**src/rsc_sync.sv**
```systemverilog
/*
 * Shared constants of the system reset controller and its two-flop
 * synchroniser for asynchronous reset requests.
 * Assumes one free-running system clock and an active-low async reset.
 */

// ------------------------------------------------------------
// constants
// ------------------------------------------------------------
package rsc_pkg;
  localparam int unsigned HOLD_CYCLES = 257;
  localparam int unsigned CNT_W = 9;
  localparam logic [23:0] PC_RESET_VALUE = 24'h00_0000;
  localparam logic [7:0] WDT_CTL_PIN_VALUE = 8'h00;
  localparam logic [7:0] WDT_CTL_TIMEOUT_VALUE = 8'h20;
  localparam logic [7:0] RTC_CTL_PIN_VALUE = 8'h00;
  localparam logic [7:0] RTC_CTL_ALARM_VALUE = 8'h02;
  // only bits 6, 1 and 0 of the calendar value are defined
  localparam logic [7:0] RTC_CTL_DEFINED_MASK = 8'h43;
  localparam logic SYNC_RESET_LEVEL = 1'b1;

  typedef enum logic [2:0] {
    CAUSE_POWER_ON,
    CAUSE_BROWNOUT,
    CAUSE_PIN,
    CAUSE_WATCHDOG,
    CAUSE_ALARM,
    CAUSE_DEBUG
  } rsc_cause_e;

  typedef enum logic [1:0] {
    ST_HOLD,
    ST_COUNT,
    ST_RUN
  } rsc_state_e;
endpackage

// ------------------------------------------------------------
// two-flop synchroniser
// ------------------------------------------------------------
module rsc_sync #(
  parameter int unsigned WIDTH = 3
) (
  input wire logic clk, // system clock
  input wire logic rst_n, // async reset, active low
  input wire logic [WIDTH-1:0] din, // asynchronous levels
  output logic [WIDTH-1:0] dout // synchronised levels
);
  logic [WIDTH-1:0] meta;

  // reset to the asserted level so a request is seen during reset
  always_ff @(posedge clk or negedge rst_n) begin
    if (!rst_n) begin
      meta <= {WIDTH{rsc_pkg::SYNC_RESET_LEVEL}};
      dout <= {WIDTH{rsc_pkg::SYNC_RESET_LEVEL}};
    end else begin
      meta <= din;
      dout <= meta;
    end
  end
endmodule

```
**src/rsc_reset_ctrl.sv**
```systemverilog
/*
 * System reset controller: merges every reset source into one system
 * reset, holds it for a fixed count after the last source goes away,
 * and supplies the source-dependent reset values.
 * Assumes the watchdog, calendar and debugger inputs are synchronous to
 * REF_CLK; pin and supply detector inputs may be asynchronous.
 */
// Summary of operation
// - Power-on, brown-out, reset pin or debug reset command put the system in reset.
// - A watchdog time-out resets the system only when its reset option is enabled.
// - A calendar alarm resets the system only while the CPU is in deep sleep.
// - The system stays in reset for 257 clock cycles of the duration timer.
// - The duration timer starts on the first edge after all sources are gone.
// - While in reset, all reset-affected registers are held at their defaults.
// - Reset clears the program counter to zero.
// - Reset puts every general-purpose port pin into input mode.
// - No code runs during reset, including the whole duration count.
// - Watchdog control loads 00h after a pin reset and 20h after a time-out.
// - Calendar control loads x0xxxx00b after pin or watchdog, x0xxxx10b after alarm.
// - The power-on detector request is a live source, then the full count runs.
// - A reset that ends deep sleep also runs the full count for oscillator start.

module rsc_reset_ctrl #(
  parameter int unsigned HOLD = rsc_pkg::HOLD_CYCLES
) (
  input wire logic REF_CLK, // system clock, 100 MHz
  input wire logic NRST, // async reset, active low
  input wire logic POWER_ON_DET, // power-on detector request, async
  input wire logic BROWNOUT_DET, // supply_brownout_detect request, async
  input wire logic EXT_RESET_N, // external reset pin, active low, async
  input wire logic WDT_TIMEOUT, // watchdog_unit time-out event
  input wire logic WDT_RESET_EN, // watchdog configured to reset
  input wire logic RTC_ALARM, // calendar alarm event
  input wire logic SLEEP_ACTIVE, // deep_sleep_instruction mode active
  input wire logic DBG_RESET, // debug reset command
  output logic SYS_RESET, // system reset, active high
  output logic CPU_RUN_EN, // program execution allowed
  output logic PC_LOAD, // load program_counter with reset value
  output logic [23:0] PC_VALUE, // program_counter reset value
  output logic PORT_FORCE_INPUT, // port pins forced to input
  output logic [7:0] WDT_CTL_INIT, // watchdog control reset value
  output logic [7:0] RTC_CTL_INIT, // calendar control reset value
  output logic [2:0] RESET_CAUSE // source of latest reset
);
  localparam logic [rsc_pkg::CNT_W-1:0] HOLD_N =
    rsc_pkg::CNT_W'(HOLD);

  // refuse a hold count the duration counter cannot reach
  if (HOLD < 1 || HOLD >= (1 << rsc_pkg::CNT_W)) begin : g_bad_hold
    $error("HOLD out of range for the duration counter");
  end

  typedef struct packed {
    rsc_pkg::rsc_state_e st;
    logic [rsc_pkg::CNT_W-1:0] cnt;
    rsc_pkg::rsc_cause_e cause;
    logic sys_rst;
    logic run_en;
    logic [23:0] pc;
    logic [7:0] wdt_init;
    logic [7:0] rtc_init;
  } rsc_s;

  rsc_s r;
  rsc_s next_r;

  // ------------------------------------------------------------
  // source conditioning
  // ------------------------------------------------------------
  logic [2:0] async_req;
  logic [2:0] sync_req;
  logic wdt_req;
  logic rtc_req;
  logic any_req;

  assign async_req = {~EXT_RESET_N, BROWNOUT_DET, POWER_ON_DET};

  rsc_sync #(.WIDTH(3)) u_sync (
    .clk(REF_CLK),
    .rst_n(NRST),
    .din(async_req),
    .dout(sync_req)
  );

  assign wdt_req = WDT_TIMEOUT & WDT_RESET_EN;
  assign rtc_req = RTC_ALARM & SLEEP_ACTIVE;
  assign any_req = |sync_req | wdt_req | rtc_req | DBG_RESET;

  function automatic rsc_pkg::rsc_cause_e cause_of(
    input logic [2:0] s, input logic w, input logic a);
    if (s[0]) return rsc_pkg::CAUSE_POWER_ON;
    else if (s[1]) return rsc_pkg::CAUSE_BROWNOUT;
    else if (s[2]) return rsc_pkg::CAUSE_PIN;
    else if (w) return rsc_pkg::CAUSE_WATCHDOG;
    else if (a) return rsc_pkg::CAUSE_ALARM;
    else return rsc_pkg::CAUSE_DEBUG;
  endfunction

  // ------------------------------------------------------------
  // sequencer
  // ------------------------------------------------------------
  always_comb begin
    next_r = r;
    if (any_req) begin
      next_r.cause = cause_of(sync_req, wdt_req, rtc_req);
    end
    case (r.st)
      rsc_pkg::ST_HOLD: begin
        if (!any_req) begin
          next_r.st = rsc_pkg::ST_COUNT;
          next_r.cnt = rsc_pkg::CNT_W'(1);
        end
      end
      rsc_pkg::ST_COUNT: begin
        if (any_req) begin
          next_r.st = rsc_pkg::ST_HOLD;
          next_r.cnt = '0;
        end else if (r.cnt == HOLD_N) begin
          next_r.st = rsc_pkg::ST_RUN;
          next_r.cnt = '0;
        end else begin
          next_r.cnt = r.cnt + rsc_pkg::CNT_W'(1);
        end
      end
      default: begin
        if (any_req) begin
          next_r.st = rsc_pkg::ST_HOLD;
          next_r.cnt = '0;
        end
      end
    endcase
    next_r.sys_rst = (next_r.st != rsc_pkg::ST_RUN);
    next_r.run_en = (next_r.st == rsc_pkg::ST_RUN);
    next_r.pc = rsc_pkg::PC_RESET_VALUE;
    if (next_r.cause == rsc_pkg::CAUSE_WATCHDOG)
      next_r.wdt_init = rsc_pkg::WDT_CTL_TIMEOUT_VALUE;
    else
      next_r.wdt_init = rsc_pkg::WDT_CTL_PIN_VALUE;
    if (next_r.cause == rsc_pkg::CAUSE_ALARM)
      next_r.rtc_init = rsc_pkg::RTC_CTL_ALARM_VALUE;
    else
      next_r.rtc_init = rsc_pkg::RTC_CTL_PIN_VALUE;
  end

  always_ff @(posedge REF_CLK or negedge NRST) begin
    if (!NRST) begin
      r.st <= rsc_pkg::ST_HOLD;
      r.cnt <= '0;
      r.cause <= rsc_pkg::CAUSE_POWER_ON;
      r.sys_rst <= 1'b1;
      r.run_en <= 1'b0;
      r.pc <= rsc_pkg::PC_RESET_VALUE;
      r.wdt_init <= rsc_pkg::WDT_CTL_PIN_VALUE;
      r.rtc_init <= rsc_pkg::RTC_CTL_PIN_VALUE;
    end else begin
      r <= next_r;
    end
  end

  assign SYS_RESET = r.sys_rst;
  assign CPU_RUN_EN = r.run_en;
  assign PC_LOAD = r.sys_rst;
  assign PC_VALUE = r.pc;
  assign PORT_FORCE_INPUT = r.sys_rst;
  assign WDT_CTL_INIT = r.wdt_init;
  assign RTC_CTL_INIT = r.rtc_init;
  assign RESET_CAUSE = r.cause;

  // ------------------------------------------------------------
  // checks
  // ------------------------------------------------------------
  logic [rsc_pkg::CNT_W-1:0] quiet;

  always_ff @(posedge REF_CLK or negedge NRST) begin
    if (!NRST)
      quiet <= '0;
    else if (any_req)
      quiet <= '0;
    else if (quiet != '1)
      quiet <= quiet + rsc_pkg::CNT_W'(1);
  end
endmodule

```
**config.mk**
```make
export PLATFORM = sky130hd
export DESIGN_NAME = rsc_reset_ctrl
export DESIGN_NICKNAME = d
export VERILOG_FILES = /design/src/rsc_sync.sv /design/src/rsc_reset_ctrl.sv
export SDC_FILE = /design/constraint.sdc
export NUM_CORES = 1
export LEC_CHECK = 0
export ABC_AREA = 1
export BUFFER_PORTS_ARGS = -buffer_cell sky130_fd_sc_hd__buf_2
export CAP_MARGIN = 20
export CORE_MARGIN = 2
export CORE_UTILIZATION = 44
export CTS_BUF_LIST = sky130_fd_sc_hd__clkbuf_16
export DETAILED_ROUTE_END_ITERATION = 7
export HOLD_SLACK_MARGIN = 0.08
export PLACE_DENSITY = 0.75
export SYNTH_ARGS = -nofsm -noshare
export SYNTH_HDL_FRONTEND = slang
export SYNTH_HIERARCHICAL = 1
export SYNTH_SLANG_ARGS = --single-unit
```
**constraint.sdc**
```tcl
create_clock -name REF_CLK -period 1.4 [get_ports REF_CLK]
set_input_delay 0.28 -clock REF_CLK [delete_from_list [all_inputs] [get_ports REF_CLK]]
set_output_delay 0.28 -clock REF_CLK [all_outputs]
set_load 0.01 [all_outputs]
```
## After elaboration in Yosys (flattened, before gate mapping)

Index checks and enable logic that the tools add are counted.

- Add/subtract/negate cells: 1
- Multiply operators: 0
- Divide/modulo/power cells: 0
- Order comparisons: 0
- Equality and inequality tests: 7
- Shift operators: 0
- Multiplexer cells: 14
- Bitwise gates (word level): 6
- Reductions and logical operators: 4

Operators by type and width:

| operator | count |
|---|---|
| $mux W11 | 3 |
| $pmux W11 S2 | 1 |
| $mux W3 | 5 |
| $add A9 B1 Y9 const B | 1 |
| $eq A9 B9 Y1 const B | 1 |
| $mux W9 | 1 |
| $mux W6 | 1 |
| $mux W2 | 2 |
| $ne A2 B2 Y1 const B | 2 |
| $eq A3 B2 Y1 const B | 1 |
| $eq A3 B3 Y1 const B | 1 |
| $or A1 B1 Y1 | 3 |
| $reduce_bool A3 Y1 | 1 |
| $reduce_or A3 Y1 | 1 |
| $and A1 B1 Y1 | 2 |
| $eq A2 B1 Y1 const B | 1 |
| $eq A2 B2 Y1 const B | 1 |
| $logic_not A2 Y1 | 1 |
| $reduce_and A2 Y1 | 1 |
| $mux W1 | 1 |
| $not A1 Y1 | 1 |

- Register bits after elaboration: 38
- Latch bits: 0
- RAM bits: 0
- ROM bits: 0
- Bits of input ports: 10
- Output and inout bits: 47
- Memories kept: 0

## Depth between registers and ports, before layout

- Depth in word-level cells: 9
- Gate-level depth with buffers: 8

## Hierarchy

Netlist, hierarchy kept.

Modules (own cells, without submodules):

| module | times used | cells each | area an instance (um^2) | seq. area each (um^2) |
|---|---|---|---|---|
| rsc_reset_ctrl | 1 | 180 | 1,398.8 | 451.7 |
| rsc_sync | 1 | 6 | 157.7 | 157.7 |

## Worst setup path after synthesis

No wires, ideal clock.

- Kind: reg2reg
- Start: register r[45] (netlist bit)
- End: register r[49] (netlist bit)
- Data arrival time: 1.175 ns
- Data required time: 1.283 ns
- Setup slack: 0.108 ns
- Cell stages (with the launch flop): 7
- Buffers on the path: 0
- Cell sequence: dfrtp_1 > ha_1 > nand3_1 > inv_1 > or2_2 > nand3_1 > nand2_1

- Cells in the longest elaborated chain, start to end: 4
- Elaborated cells between the ends (all ways): 5

Ends and longest elaborated chain:

| what | RTL line | RTL |
|---|---|---|
| start: declaration | rsc_reset_ctrl.sv:64 | `rsc_s r;` |
| start signal: assignment | rsc_reset_ctrl.sv:156 | `r <= next_r;` |
| $add A9 B1 Y9 or $eq A9 B9 Y1 (tied branches) | rsc_reset_ctrl.sv:122, rsc_reset_ctrl.sv:118 |  |
| $mux W9 * | rsc_reset_ctrl.sv:118 | `end else if (r.cnt == HOLD_N) begin` |
| $mux W11 * | rsc_reset_ctrl.sv:115 | `if (any_req) begin` |
| $pmux W11 S2 * | rsc_reset_ctrl.sv:107 | `case (r.st)` |

Mark *: on every way between the ends. The rest lies on a longest branch, timed or not.
A chain may end at the register's enable or synchronous reset.

## Worst setup path in the final report

- Start: register r[46] (netlist bit)
- End: register r[49] (netlist bit)

The elaborated chain is that of the path after synthesis.

==> impl_metrics.sql <==
INSERT INTO impl_metrics (metric_group, metric, value, unit) VALUES
('synth', 'yosys_register_bits', '24', ''),
('route', 'routed_wire_length_per_instance', '9.73', 'microns'),
('synth', 'synth_cell_types', '26', ''),
('critical_path', 'critical_path.max_stage_delay', '400', 'ps'),
('grt', 'wire_length_of_the_first_global_routing_pass', '4000', 'microns'),
('sta', 'fin_crit_sh', '0.927', ''),
('sta', 'timing.slew.headroom', '0.665', ''),
('sta', 'timing_worst_slew_pin_value', '502', 'ps'),
('sta', 'rsz_0062_raised_after_global_routing', 'no', ''),
('grt', 'maximum_number_of_pins_on_one_net_before_global_route_repair', '25', ''),
('layout', 'layout_overhead_on_the_synthesized_area', '3.22', '%'),
('synth', 'yosysSeqAreaShare', '0.391', ''),
('route', 'drt_first_iter_violations', '59', ''),
('sta', 'setup_tns', '0', 'ps'),
('sta', 'post-route-min-period', '1300', 'ps'),
('sta', 'fin_worst_skew', '4.30', 'ps'),
('critical_path', 'critical_path.startpoint_type', 'register', ''),
('route', 'dr.pass1.iters', '4', ''),
('clocking', 'htreeDepth', '1', ''),
('pwr', 'cellInternalPower', '0.00115', 'W'),
('pwr', 'relative_contribution_of_combinational_cells_to_total_power', '0.113', ''),
('sta', 'clock.fmax', '770', 'MHz'),
('placed_design', 'gp_routability_congestion', '0.926', ''),
('critical_path', 'worst-path-max-fanout', '5', ''),
('layout', 'design.final.nets', '215', ''),
('floorplan', 'floorplan.die.height', '63.5', 'microns'),
('synth', 'synth_warnings', '6', ''),
('status', 'outcome', 'complete, no violations', ''),
('synth', 'postSynthCellCount', '186', ''),
('critical_path', 'timing_worst_setup_path_type', 'register to register', ''),
('route', 'detail_route.wirelength', '2410', 'microns'),
('floorplan', 'initial_utilization', '0.463', ''),
('job', 'maxCapViolCount', '0', ''),
('placed_design', 'portbufs', '18', ''),
('clocking', 'clock_sinks', '24', ''),
('clocking', 'clock_tree.buffer_depth', '2', ''),
('pwr', 'clock_power_share', '0.402', ''),
('clocking', 'tritoncts_clock_tree', 'done', ''),
('critical_path', 'worstPathArrival', '1450', 'ps'),
('critical_path', 'crit_chain', 'ha_1 -> nand3_2 -> inv_2 -> or2_2 -> nand3_1 -> nand2_1', ''),
('grt', 'track_usage', '0.131', ''),
('floorplan', 'chipWidth', '63.5', 'microns'),
('clocking', 'postCtsSetupRepairBufs', '0', ''),
('pwr', 'worst_ir_drop_vdd', '0.000592', 'V'),
('floorplan', 'fp.dieArea', '4030', 'sq um'),
('synth', 'synth_area', '1560', 'sq um'),
('layout', 'final_layout_size_suffix_gt1_frac', '0.248', ''),
('layout', 'antenna-diode-count', '0', ''),
('pwr', 'pwr-share-seq', '0.485', ''),
('floorplan', 'core_area', '3360', 'sq um'),
('grt', 'grt_pass1_vias', '939', ''),
('route', 'vias', '1061', ''),
('layout', 'post_layout_nonfiller_instances', '248', ''),
('critical_path', 'critPathCaptureType', 'register', ''),
('hold_path', 'hold_path.class', 'input pin to register', ''),
('clocking', 'cts-buffers-inserted', '3', ''),
('layout', 'layout.filler_cells', '362', ''),
('layout', 'sequential_cell_area', '609', 'sq um'),
('sta', 'finalSetupViolCount', '0', ''),
('floorplan', 'floorplan.rows', '21', ''),
('sta', 'report.final.slew_viol_count', '0', ''),
('placed_design', 'place.detailed.instances', '243', ''),
('clocking', 'clk-insertion-delay-late', '260', 'ps'),
('placed_design', 'post-dp-hpwl', '1800', 'microns'),
('route', 'viasPerCell', '4.28', ''),
('clocking', 'clkTransAtPathRegs', '60', 'ps'),
('route', 'drc_errors', '0', ''),
('sta', 'postLayoutSetupSlackWorst', '102', 'ps'),
('critical_path', 'timing.critical_path.required', '1550', 'ps'),
('pwr', 'power_density', '943', 'nW/um^2'),
('floorplan', 'io_pins', '57', ''),
('sta', 'hold_violations', '0', ''),
('pwr', 'switching_share', '0.240', ''),
('pwr', 'p_leak', '0.920', 'nW'),
('synth', 'synth.avg_cell_area', '8.37', 'sq um'),
('grt', 'globalRouteOverflowTotal', '0', ''),
('grt', 'grt_antenna_before_repair', '0', ''),
('clocking', 'clk_root_buf', 'sky130_fd_sc_hd__clkbuf_16', ''),
('pwr', 'switching_power', '0.000363', 'W'),
('layout', 'multiInputGateArea', '661', 'sq um'),
('critical_path', 'timing.critical_path.slowest_stage_cell', 'sky130_fd_sc_hd__dfrtp_1', ''),
('route', 'ant_nets', '0', ''),
('placed_design', 'pre_cts_slack', '85.3', 'ps');
placed cells by master (no fill, tap or decap), drive strengths merged:
cell | Yosys | routed
nand3 | 23 | 23
dlygate4sd3 | 0 | 1
xor2 | 1 | 1
dfrtp | 17 | 17
a21oi | 4 | 4
inv | 24 | 25
ha | 2 | 2
nand4 | 7 | 7
buf | 45 | 19
nand2 | 40 | 40
dfstp | 7 | 7
or2 | 1 | 1
conb | 1 | 38
clkbuf | 0 | 3
nand3b | 1 | 1
o21ai | 3 | 3
nor2 | 10 | 10
metrics by stage:
step / total power, W / util / area [sq um] / hold slack (ps)
2_1_floorplan: 0.000948 / - / 1700 / -15.6
3_3_place_gp: 0.000913 / 0.450 / 1510 / 280
3_5_place_dp: 0.000916 / 0.450 / 1510 / 286
4_1_cts: 0.00154 / 0.476 / 1600 / 113
5_1_grt: 0.00159 / 0.478 / 1610 / 109
6_report: 0.00152 / 0.478 / 1610 / 120
critical path, delay by kind of cell, from the launching register on:
kind / cells / cell delay, ps
buf+inv: 1 / 60
fa+ha+maj: 1 / 230
flops: 1 / 400
simple gates: 4 / 510
registers in the layout (all words and copies together), names as in the netlist:
register / count
r: 11
u_sync/dout: 3
RTC_CTL_INIT: 1
RESET_CAUSE: 3
WDT_CTL_INIT: 1
PC_LOAD: 1
u_sync/meta: 3
CPU_RUN_EN: 1
synthesized netlist by cell type:
cell type	number	area, sq um
sky130_fd_sc_hd__a21oi_1	3	15.0
sky130_fd_sc_hd__a21oi_2	1	8.76
sky130_fd_sc_hd__buf_4	45	338
sky130_fd_sc_hd__conb_1	1	3.75
sky130_fd_sc_hd__dfrtp_1	17	425
sky130_fd_sc_hd__dfstp_2	7	184
sky130_fd_sc_hd__ha_1	2	25.0
sky130_fd_sc_hd__inv_1	18	67.6
sky130_fd_sc_hd__inv_2	5	18.8
sky130_fd_sc_hd__inv_4	1	6.26
sky130_fd_sc_hd__nand2_1	35	131
sky130_fd_sc_hd__nand2_2	3	18.8
sky130_fd_sc_hd__nand2_4	2	22.5
sky130_fd_sc_hd__nand3_1	20	100
sky130_fd_sc_hd__nand3_2	2	20.0
sky130_fd_sc_hd__nand3_4	1	17.5
sky130_fd_sc_hd__nand3b_1	1	7.51
sky130_fd_sc_hd__nand4_1	7	43.8
sky130_fd_sc_hd__nor2_1	8	30.0
sky130_fd_sc_hd__nor2_4	1	11.3
sky130_fd_sc_hd__nor2_8	1	20.0
sky130_fd_sc_hd__o21ai_0	1	5.00
sky130_fd_sc_hd__o21ai_1	1	5.00
sky130_fd_sc_hd__o21ai_4	1	16.3
sky130_fd_sc_hd__or2_2	1	6.26
sky130_fd_sc_hd__xor2_1	1	8.76
cell families after synthesis:
logic type                 Yosys count  share of synthesized area
xor gates and xnor gates             1                    0.00563
other                                1                    0.00241
DFF                                 24                      0.391
and+or+nand+nor                     82                      0.276
AOI/OAI and AO/OA                    7                     0.0321
buffers and inverters               69                      0.277
adders and majority gates            2                     0.0161
power by group through the flow:
| stage | registers [W] | clock network, W | logic [W] |
|---|---|---|---|
| floorplan | 0.000750 | 0 | 0.000198 |
| global placement | 0.000745 | 0 | 0.000167 |
| detailed placement | 0.000746 | 0 | 0.000170 |
| CTS | 0.000735 | 0.000629 | 0.000172 |
| global route | 0.000736 | 0.000657 | 0.000195 |
| finish | 0.000735 | 0.000609 | 0.000172 |
layer usage:
metal	routed length [microns]	up-vias	track usage
met1	968	490	0.142
met2	1250	32	0.221
met3	139	4	0.0393
li1	-	535	-
met5	0	-	0
met4	58	0	0.0870
final timing paths:
| kind | slack [ps] | depth (start not counted) | start | to |
|---|---|---|---|---|
| max in group asynchronous | 500 | 2 | NRST | u_sync/meta[1] |
| max reg2reg | 100 | 6 | r[46] | r[49] |
| min reg2reg | 360 | 0 | u_sync/meta[1] | u_sync/dout[1] |
| max | 100 | 6 | r[46] | r[49] |
| min | 120 | 1 | BROWNOUT_DET | u_sync/meta[1] |
| min in group asynchronous | 540 | 2 | NRST | RESET_CAUSE[1] |
area by class of cell:
cell class | instances | area share
clock inverter | 1 | 0.00234
inverter | 24 | 0.0576
clock buffer | 3 | 0.0467
tap | 46 | 0.0358
sequential | 24 | 0.379
multi-input combinational | 130 | 0.411
timing repair buffer | 20 | 0.0670
timing repair:
item / CTS / global route
hold buffers: 1 / 0
gates resized for setup: 0 / 2
setup endpoints to repair: 0 / 1
endpoints found under the hold margin: 17 / 0
Power figures use the tool's default switching activity.
